==> src/design/uart_rx_defines.svh <==
// offsets, field positions, reset values and counts of the receive error block
// assumes a 32-bit byte address on the register port
`ifndef UART_RX_DEFINES_SVH
`define UART_RX_DEFINES_SVH

`define ADDR_RX_QUEUE_HEAD     32'h4000_8000
`define ADDR_QUEUE_CONTROL     32'h4000_8008
`define ADDR_FRAME_FORMAT      32'h4000_800c
`define ADDR_BAUD_DIVISOR      32'h4000_8010
`define ADDR_RX_LINE_CONDITION 32'h4000_8014
`define ADDR_EVENT_STATUS      32'h4000_8018
`define ADDR_EVENT_MASK        32'h4000_801c

`define POS_STOP_BIT_FAULT     3
`define POS_LINE_HELD_LOW      4
`define POS_QUEUE_ENABLE       0
`define POS_PARITY_ENABLE      3
`define POS_EV_FAULT           0
`define POS_EV_BREAK           1

`define RST_QUEUE_CONTROL      8'h00
`define RST_FRAME_FORMAT       8'h03
`define RST_BAUD_DIVISOR       16'h0001
`define RST_EVENT_MASK         2'h0

`define OVERSAMPLE             5'h10
`define HALF_BIT               5'h08

`endif

==> src/design/uart_rx_pkg.sv <==
// types of the receive error block
// assumes uart_rx_defines.svh for the numbers
package uart_rx_pkg;

  typedef enum logic [2:0] {
    ST_IDLE   = 3'b000,
    ST_START  = 3'b001,
    ST_DATA   = 3'b010,
    ST_PARITY = 3'b011,
    ST_STOP   = 3'b100,
    ST_BREAK  = 3'b101
  } rx_state_t;

  typedef struct packed {
    logic       line_held_low;
    logic       stop_bit_fault;
    logic [7:0] data;
  } rx_entry_t;

endpackage

==> src/design/uart_rx_frame_break_detect.sv <==
// serial receiver with stop-bit fault and break detection, receive queue and status
// assumes one clock, a plain register port and an asynchronous serial line on serial_in_pin
//
// Summary of operation
// [RL1] low stop bit sets stop-bit fault flag
// [RL2] status read clears fault flag bit 3
// [RL3] fault visibility timing follows queue enable bit
// [RL4] low stop bit restarts as early start
// [RL5] fault flag belongs to queue head character
// [RL6] fault flag zero after reset, one pending
// [RL7] line low whole character signals break
// [RL8] after break idle until line high
// [RL9] status read clears break flag bit 4
// [RL10] break visibility timing follows queue enable bit
// [RL11] break flag belongs to queue head character
// [RL12] break flag zero after reset, idle
// [RL13] flags stored with character in queue
//
// Our own choice: the plain strobed port.
`timescale 1ns/1ps
`include "uart_rx_defines.svh"

module uart_rx_frame_break_detect
  import uart_rx_pkg::*;
#(
  parameter int DEPTH = 16
) (
  input  wire logic        clk,
  input  wire logic        rst_n,
  input  wire logic        serial_in_pin,
  input  wire logic [31:0] addr,
  input  wire logic [31:0] wdata,
  input  wire logic        wr,
  input  wire logic        rd,
  output logic      [31:0] rdata,
  output logic             irq
);

  localparam int PW = $clog2(DEPTH);

  // ************************************************************
  // input synchroniser
  // ************************************************************
  logic rx_meta;
  logic rx_s;

  always_ff @(posedge clk or negedge rst_n) begin
    if (!rst_n) begin
      rx_meta <= 1'b1;
      rx_s    <= 1'b1;
    end else begin
      rx_meta <= serial_in_pin;
      rx_s    <= rx_meta;
    end
  end

  // ************************************************************
  // control registers
  // ************************************************************
  logic [7:0]  queue_control;
  logic [7:0]  frame_format;
  logic [15:0] baud_divisor;
  logic [1:0]  event_mask;
  logic        fifo_en;

  assign fifo_en = queue_control[`POS_QUEUE_ENABLE];

  always_ff @(posedge clk or negedge rst_n) begin
    if (!rst_n) begin
      queue_control <= `RST_QUEUE_CONTROL;
      frame_format  <= `RST_FRAME_FORMAT;
      baud_divisor  <= `RST_BAUD_DIVISOR;
      event_mask    <= `RST_EVENT_MASK;
    end else if (wr) begin
      if (addr == `ADDR_QUEUE_CONTROL)
        queue_control <= wdata[7:0];
      if (addr == `ADDR_FRAME_FORMAT)
        frame_format <= wdata[7:0];
      if (addr == `ADDR_BAUD_DIVISOR)
        baud_divisor <= (wdata[15:0] == 16'h0000) ? 16'h0001 : wdata[15:0];
      if (addr == `ADDR_EVENT_MASK)
        event_mask <= wdata[1:0];
    end
  end

  // ************************************************************
  // oversample tick
  // ************************************************************
  logic [15:0] div_cnt;
  logic        tick;

  assign tick = (div_cnt == baud_divisor - 16'h0001);

  always_ff @(posedge clk or negedge rst_n) begin
    if (!rst_n)
      div_cnt <= 16'h0000;
    else if (tick)
      div_cnt <= 16'h0000;
    else
      div_cnt <= div_cnt + 16'h0001;
  end

  // ************************************************************
  // receive state machine
  // ************************************************************
  rx_state_t  state;
  logic [4:0] phase;
  logic [2:0] bit_idx;
  logic [7:0] shift;
  logic       any_high;
  logic       mid_bit;
  logic [2:0] last_bit;
  logic       char_done;
  rx_entry_t  char_entry;

  // word length 5..8 from the two low format bits
  assign last_bit = {1'b1, frame_format[1:0]};
  assign mid_bit  = tick && (phase == ((state == ST_START) ? `HALF_BIT : `OVERSAMPLE) - 5'h01);

  always_ff @(posedge clk or negedge rst_n) begin
    if (!rst_n) begin
      state      <= ST_IDLE;
      phase      <= 5'h00;
      bit_idx    <= 3'h0;
      shift      <= 8'h00;
      any_high   <= 1'b0;
      char_done  <= 1'b0;
      char_entry <= '0;
    end else begin
      char_done <= 1'b0;
      if (tick)
        phase <= mid_bit ? 5'h00 : phase + 5'h01;
      unique case (state)
        ST_IDLE: begin
          phase <= 5'h00;
          if (!rx_s)
            state <= ST_START;
        end
        ST_START: begin
          if (mid_bit) begin
            if (rx_s) begin
              state <= ST_IDLE;
            end else begin
              state    <= ST_DATA;
              bit_idx  <= 3'h0;
              shift    <= 8'h00;
              any_high <= 1'b0;
            end
          end
        end
        ST_DATA: begin
          if (mid_bit) begin
            shift[bit_idx] <= rx_s;
            any_high       <= any_high | rx_s;
            bit_idx        <= bit_idx + 3'h1;
            if (bit_idx == last_bit)
              state <= frame_format[`POS_PARITY_ENABLE] ? ST_PARITY : ST_STOP;
          end
        end
        ST_PARITY: begin
          if (mid_bit) begin
            any_high <= any_high | rx_s;
            state    <= ST_STOP;
          end
        end
        ST_STOP: begin
          if (mid_bit) begin
            char_done                <= 1'b1;
            char_entry.data          <= shift;
            char_entry.stop_bit_fault <= !rx_s; // RL1
            char_entry.line_held_low <= !rx_s && !any_high; // RL7
            if (rx_s) begin
              state <= ST_IDLE;
            end else if (!any_high) begin
              state <= ST_BREAK; // RL8
            end else begin
              // bad stop bit is taken as the middle of a new start bit
              state    <= ST_DATA; // RL4
              bit_idx  <= 3'h0;
              shift    <= 8'h00;
              any_high <= 1'b0;
            end
          end
        end
        ST_BREAK: begin
          phase <= 5'h00;
          if (rx_s)
            state <= ST_IDLE; // RL8
        end
        default: state <= ST_IDLE;
      endcase
    end
  end

  // ************************************************************
  // receive queue
  // ************************************************************
  rx_entry_t mem [DEPTH];
  logic [PW-1:0] wr_ptr;
  logic [PW-1:0] rd_ptr;
  logic [PW:0]   count;
  logic          push;
  logic          pop;
  logic          head_new;
  logic          head_new_q;
  rx_entry_t     head;

  // without the queue only one holding slot is used
  assign push = char_done && (fifo_en ? (count < (PW+1)'(DEPTH)) : (count == '0));
  assign pop  = rd && (addr == `ADDR_RX_QUEUE_HEAD) && (count != '0);
  assign head = mem[rd_ptr];
  assign head_new = (push && count == '0) || (pop && (count > (PW+1)'(1) || push));

  always_ff @(posedge clk) begin
    if (push)
      mem[wr_ptr] <= char_entry; // RL13
  end

  always_ff @(posedge clk or negedge rst_n) begin
    if (!rst_n) begin
      wr_ptr     <= '0;
      rd_ptr     <= '0;
      count      <= '0;
      head_new_q <= 1'b0;
    end else begin
      head_new_q <= head_new;
      if (push)
        wr_ptr <= (wr_ptr == PW'(DEPTH - 1)) ? '0 : wr_ptr + PW'(1);
      if (pop)
        rd_ptr <= (rd_ptr == PW'(DEPTH - 1)) ? '0 : rd_ptr + PW'(1);
      if (push && !pop)
        count <= count + (PW+1)'(1);
      else if (pop && !push)
        count <= count - (PW+1)'(1);
    end
  end

  // ************************************************************
  // line condition flags
  // ************************************************************
  logic stop_bit_fault_flag;
  logic line_held_low_flag;
  logic lsr_read;
  logic set_fault;
  logic set_break;

  assign lsr_read = rd && (addr == `ADDR_RX_LINE_CONDITION);
  // queued: flag shows when its character reaches the head; direct: at detection
  assign set_fault = fifo_en ? (head_new_q && head.stop_bit_fault) // RL3 RL5
                             : (char_done && char_entry.stop_bit_fault);
  assign set_break = fifo_en ? (head_new_q && head.line_held_low) // RL10 RL11
                             : (char_done && char_entry.line_held_low);

  always_ff @(posedge clk or negedge rst_n) begin
    if (!rst_n)
      stop_bit_fault_flag <= 1'b0; // RL6
    else if (set_fault)
      stop_bit_fault_flag <= 1'b1; // RL6
    else if (lsr_read)
      stop_bit_fault_flag <= 1'b0; // RL2
  end

  always_ff @(posedge clk or negedge rst_n) begin
    if (!rst_n)
      line_held_low_flag <= 1'b0; // RL12
    else if (set_break)
      line_held_low_flag <= 1'b1;
    else if (lsr_read)
      line_held_low_flag <= 1'b0; // RL9
  end

  // ************************************************************
  // interrupt events
  // ************************************************************
  logic [1:0] event_status;
  logic       ev_read;

  assign ev_read = rd && (addr == `ADDR_EVENT_STATUS);

  always_ff @(posedge clk or negedge rst_n) begin
    if (!rst_n) begin
      event_status <= 2'h0;
    end else begin
      if (ev_read)
        event_status <= 2'h0;
      if (set_fault)
        event_status[`POS_EV_FAULT] <= 1'b1;
      if (set_break)
        event_status[`POS_EV_BREAK] <= 1'b1;
    end
  end

  assign irq = |(event_status & event_mask);

  // ************************************************************
  // read data
  // ************************************************************
  logic [31:0] next_rdata;

  always_comb begin
    next_rdata = 32'h0000_0000;
    unique case (addr)
      `ADDR_RX_QUEUE_HEAD:
        next_rdata[7:0] = (count != '0) ? head.data : 8'h00;
      `ADDR_QUEUE_CONTROL:     next_rdata[7:0]  = queue_control;
      `ADDR_FRAME_FORMAT:      next_rdata[7:0]  = frame_format;
      `ADDR_BAUD_DIVISOR:      next_rdata[15:0] = baud_divisor;
      `ADDR_RX_LINE_CONDITION: begin
        next_rdata[`POS_STOP_BIT_FAULT] = stop_bit_fault_flag;
        next_rdata[`POS_LINE_HELD_LOW]  = line_held_low_flag;
      end
      `ADDR_EVENT_STATUS:      next_rdata[1:0]  = event_status;
      `ADDR_EVENT_MASK:        next_rdata[1:0]  = event_mask;
      default:                 next_rdata       = 32'h0000_0000;
    endcase
  end

  always_ff @(posedge clk or negedge rst_n) begin
    if (!rst_n)
      rdata <= 32'h0000_0000;
    else if (rd)
      rdata <= next_rdata;
    else
      rdata <= 32'h0000_0000;
  end

endmodule

==> config.mk <==
export PLATFORM = sky130hd
export DESIGN_NAME = uart_rx_frame_break_detect
export DESIGN_NICKNAME = d
export VERILOG_FILES = /design/src/design/uart_rx_pkg.sv /design/src/design/uart_rx_frame_break_detect.sv
export VERILOG_INCLUDE_DIRS = /design/src /design/src/design
export SDC_FILE = /design/constraint.sdc
export NUM_CORES = 1
export LEC_CHECK = 0
export ABC_CLOCK_PERIOD_IN_PS = 6500
export BUFFER_PORTS_ARGS = -buffer_cell sky130_fd_sc_hd__buf_2
export CORE_ASPECT_RATIO = 0.75
export CORE_UTILIZATION = 49
export DETAILED_ROUTE_END_ITERATION = 8
export PLACE_DENSITY_LB_ADDON = 0.08
export SLEW_MARGIN = 20
export SYNTH_ARGS = -nofsm -noshare
export SYNTH_HDL_FRONTEND = slang
export SYNTH_SLANG_ARGS = --single-unit
==> constraint.sdc <==
create_clock -name clk -period 6.5 [get_ports clk]
set_input_delay 0.65 -clock clk [delete_from_list [all_inputs] [get_ports clk]]
set_output_delay 0.65 -clock clk [all_outputs]
set_load 0.01 [all_outputs]
======== Word-level counts from Yosys, hierarchy flattened ========
Memory sizes are Yosys's and may differ from the RTL's.
Index checks and enable logic that the tools add are counted.
word-level totals
  RAM bits ................................ 160
  word-level logic and storage cells ...... 180
  output and inout port bits .............. 33
  register bits ........................... 117
  input port bits ......................... 69
  memories kept ........................... 1
cells by class
  reduce and logical (&&, ||, !) cells .... 46
  order comparisons ....................... 4
  bitwise operators ....................... 2
  mux-type cells .......................... 63
  equal/unequal tests ..................... 30
  add/sub/neg operators ................... 9
memory list
  memory  words  bits a word  read ports  clocked after Yosys merged registers in  write ports  RTL line                           text
  mem     16     10           1           0                                        1            uart_rx_frame_break_detect.sv:198  rx_entry_t mem [DEPTH];
operators with widths
  kind                   number
  $eq 32x31->1 const B   7
  $mux 8                 8
  $mux 16                3
  $mux 3                 16
  $mux 5                 6
  $pmux 8 s3             1
  $ne 2x2->1 const B     11
  $pmux 3 s6             1
  $add 16x1->16 const B  1
  $eq 16x16->1           1
  $logic_and 1x1->1      16
  $logic_not 16->1       1
  $mux 1                 16
  $sub 16x1->16 const B  1
  $reduce_and 7->1       2
  $reduce_bool 2->1      7
  $pmux 2 s6             1
  $pmux 3 s4             1
  $add 5x1->5 const B    2
  $pmux 2 s5             1
  $reduce_and 2->1       5
  $sub 5x1->5 const B    2
  $pmux 3 s3             1
  $add 4x1->4 const B    2
  other kinds (28)       41

======== Depth between registers and ports, before layout ========
  depth after elaboration ................. 8
  mapped depth ............................ 13
  gate-level depth less buffers ........... 12

======== Worst setup path before layout ========
OpenSTA, ideal clock, no wires.
  kind .................................... register to register
  start point ............................. register baud_divisor[1]
  end point ............................... register bit_idx[2]
  stages on the path, launching flop included .. 12
  arrival ................................. 2.946 ns
  buffers on the path ..................... 1
  path slack .............................. 3.428 ns
  clock period less this slack ............ 3.072 ns
  cell sequence ........................... dfrtp_1 inv_1 ha_1 or4b_1 or4_1 xnor2_1 o21bai_2 nor4_4 and2_4 buf_6 nand2_2 a221o_1
on the way
  word-level cells in the longest chain between the ends .. 5
  elaborated cells between the ends (all ways) .. 7
  classes of those cells .................. add/sub: 1; eq/ne: 4; reduce/logical: 2
RTL lines
  what                                 RTL line                           text
  from (decl)                          uart_rx_frame_break_detect.sv:62   logic [15:0] baud_divisor;
  from (signal assigned)               uart_rx_frame_break_detect.sv:72   baud_divisor <= `RST_BAUD_DIVISOR;
  from (signal assigned)               uart_rx_frame_break_detect.sv:80   baud_divisor <= (wdata[15:0] == 16'h0000) ? 16'h0001 : wdata[15:0];
  $sub 16x1->16 *                      uart_rx_frame_break_detect.sv:92   assign tick = (div_cnt == baud_divisor - 16'h0001);
  $eq 16x16->1 *                       uart_rx_frame_break_detect.sv:92
  $logic_and 1x1->1 *                  uart_rx_frame_break_detect.sv:118  assign mid_bit = tick && (phase == ((state == ST_START) ? `HALF_BIT : `OVERSAMPLE) - 5'h01);
  $ne 2x2->1 (no source line)          --
  $reduce_and 7->1 (no source line) *  --
  to (signal assigned)                 uart_rx_frame_break_detect.sv:155  bit_idx <= bit_idx + 3'h1;
  to (decl)                            uart_rx_frame_break_detect.sv:108  logic [2:0] bit_idx;
Every way passes the cells marked *; elsewhere a longest branch is shown, timed or not.
A chain may end at the register's enable or synchronous reset.

======== Worst setup path in the final report ========
Same ends and word-level chain as after synthesis.

==> run metrics <==
outcome completed; R2R Path End bit_idx[2]; Worst Hold Class in2reg; Critical Path RT 6.92 ns; Synth async-reset ratio 0.422; drt wl/cell 21.5 µm; Worst path max stage delay 0.52 ns; Final Hold Viols 0; fmax 0.274 GHz; fraction of synthesized area in multiplexers 0.136; Die H 140 µm; initial core utilization 0.498; Synth Area in Adders 0.0131; clk_lat worst skew 0.54 ns; first-pass detailed-route iteration total 6; FF+latch count, synth 277; CP Max Fanout 30; CP Launch Type flip-flop; first-pass GRT wire length 43.8 mm; clock skew 0.0141 ns; sequential share of the synthesized area 0.623; Max VDD drop 0.178 mV; flop-to-flop setup slack 2.84 ns; Compound-Gate Fraction of Synth Area 0.0564; post-route ant nets 0; fin crit period 3.66 ns; CTS H-Tree Depth 1; Synth Warn # 0; max capacitance violation total 0; cts hold-fix bufs 0; GRT Overall Usage 0.225; die area 26000 µm²; post-route clock period utilization 0.562; Reg clk slew, reported paths 0.07 ns; Layout Nets 1027; Syn-to-layout area delta 13.0%; IO buf count 69; Setup crit end kind flip-flop; CTS tree yes; Mapped Area 12400 µm²; Cell Count, Final, Fillers Out 1301; Bufs on Longest Clock Path 3; routability cong. 0.840; setup violators final 0; Vias/cell 5.82; number of synthesized flops with an enable pin 160; Pleak 5.49 nW; root buf cell clkbuf_16; Worst Setup SP baud_divisor[1]; Slew HR 0.301; GR Overflow Total 0; Post-DP Area 13100 µm²; Pwr per Cell Area 265 nW/µm²; Tot Pwr 3.72 mW; simple-gate area share of the yosys netlist 0.111; post-CTS setup buffers 0; DRT Wirelength 28.0 mm; WS Path Type reg2reg; CTS resizes 0; initial antenna violation count 1; critical-path cell list inv_1 -> ha_1 -> or4b_1 -> or4_1 -> xnor2_1 -> o21bai_2 -> nor4_4 -> and2_4 -> nand2_2 -> a221o_1; post-synthesis cell count 867; largest net degree at the start of global routing 70; fin area 14000 µm²; syn avg cell area 14.3 µm²; Netlist cell types 66; Rows 50; CP max-delay cell or4b_1; residual DRC count 0; number of instances in the placed design 1254; crit path DAT 4.07 ns; cts bufs inserted 27; Synth Area in XOR/XNOR 0.0325; Slew @ Worst Pin 1.04 ns; Core ar. 24900 µm²; Critical Path Sink bit_idx[2]; chip width 186 µm; vias 7571; RSZ-0062 raised after global routing false; Reg-to-Reg Start baud_divisor[1]; ratio of cells with drive above 1 in the final layout 0.255; main combinational cell family by area after synthesis multiplexers; 1st-iter DRT viols 656; total negative slack 0 ns; most used flip-flop cell after synthesis edfxtp_1; vias in the first global route 7629; # IOs 102; Detail Placement HPWL 18.8 mm; Final Slew Violations 0; FF-to-FF path depth 10; antenna cell count 0; CTS Sinks 277
[logic make-up (layout without fill, tap and decap cells)]
group | after synthesis | after routing
muxes | 101 | 101
buffers and inverters | 69 | 150
adders and majority gates | 13 | 13
DFF | 277 | 277
other | 1 | 16
and+or+nand+nor | 262 | 262
AOI/OAI and AO/OA | 98 | 98
xor gates and xnor gates | 46 | 46
[final cells by class]
cell class / instances / area [µm²]
inverter: 14 / 52.6
sequential: 277 / 7740
clock buffer: 31 / 701
multi-input combinational: 536 / 4400
fill: 1992 / 10900
tap: 338 / 423
clock inverter: 16 / 214
timing repair buffer: 89 / 498
[critical path: cells and delay by family, from the launching register on]
kind            cells  cell delay, ns
compound gates      2            0.60
xor+xnor            1            0.18
fa+ha+maj           1            0.22
buf+inv             1            0.09
flops               1            0.47
simple gates        5            1.97
[synth_stat cells, drive strengths merged (15+ instances only)]
master  count  area share
a21oi      16      0.0065
nand3      25       0.010
mux2       44       0.040
clkbuf     29      0.0088
nand4      15      0.0081
buf        26       0.014
xor2       18       0.013
edfxtp    160        0.39
nor2       57       0.017
nor3       22      0.0093
xnor2      28       0.020
mux4       50       0.091
nand2      60       0.019
dfrtp     112        0.23
nor4       15      0.0088
o21ai      17      0.0069
[power by group]
group,switching [mW],internal (mW)
registers,0.0387,1.87
logic,0.117,0.0784
clock network,0.653,0.969
[worst min-delay path by stage]
stage                             start  endpoint  slack [ns]  cells after the start
after CTS                 serial_in_pin   rx_meta        0.19                      1
after global routing      serial_in_pin   rx_meta        0.20                      1
final                     serial_in_pin   rx_meta        0.21                      1
after global placement          rx_meta      rx_s        0.35                      0
after detailed placement        rx_meta      rx_s        0.35                      0
after floorplan                   rst_n  any_high        0.35                      0
[metrics by stage]
| stage | util | worst slack [ns] | hold slack [ns] |
|---|---|---|---|
| floorplan | - | 3.43 | 0.345 |
| global placement | 0.526 | 2.84 | 0.348 |
| detailed placement | 0.527 | 2.78 | 0.348 |
| CTS | 0.563 | 2.89 | 0.194 |
| global route | 0.563 | 2.61 | 0.198 |
| finish | 0.563 | 2.84 | 0.212 |
[flip-flops by register name (all words and copies together), names as in the netlist, 2 cells and up]
register       flops
rd_ptr             4
shift              8
char_entry        10
state              3
queue_control      8
baud_divisor      16
bit_idx            3
rdata             16
event_mask         2
frame_format       8
event_status       2
count              5
wr_ptr             4
phase              5
mem              160
div_cnt           16
[routing by layer]
metal / vias up / track usage / share of wire
met1: 3850 / 0.356 / 0.48
met3: 42 / 0.0330 / 0.060
met4: 2 / 0.0492 / 0.019
met2: 250 / 0.328 / 0.44
met5: - / 0 / 0.00046
li1: 3427 / - / -
[placed cells by master (no fill, tap or decap), types with 16 or more instances in the layout]
cell       netlist  layout
xnor2_1         28      28
edfxtp_1       160     160
buf_4           16      21
mux4_2          50      50
clkbuf_16        0      27
nor3_1          21      20
buf_2            3      68
conb_1           1      16
mux2_2          44      44
xor2_1          18      18
a21oi_1         16      16
nand3_1         25      25
nor2_1          57      57
o21ai_0         17      17
dfrtp_1        112     111
nand2_1         58      58
No activity file was read; power rests on OpenSTA's default activity.
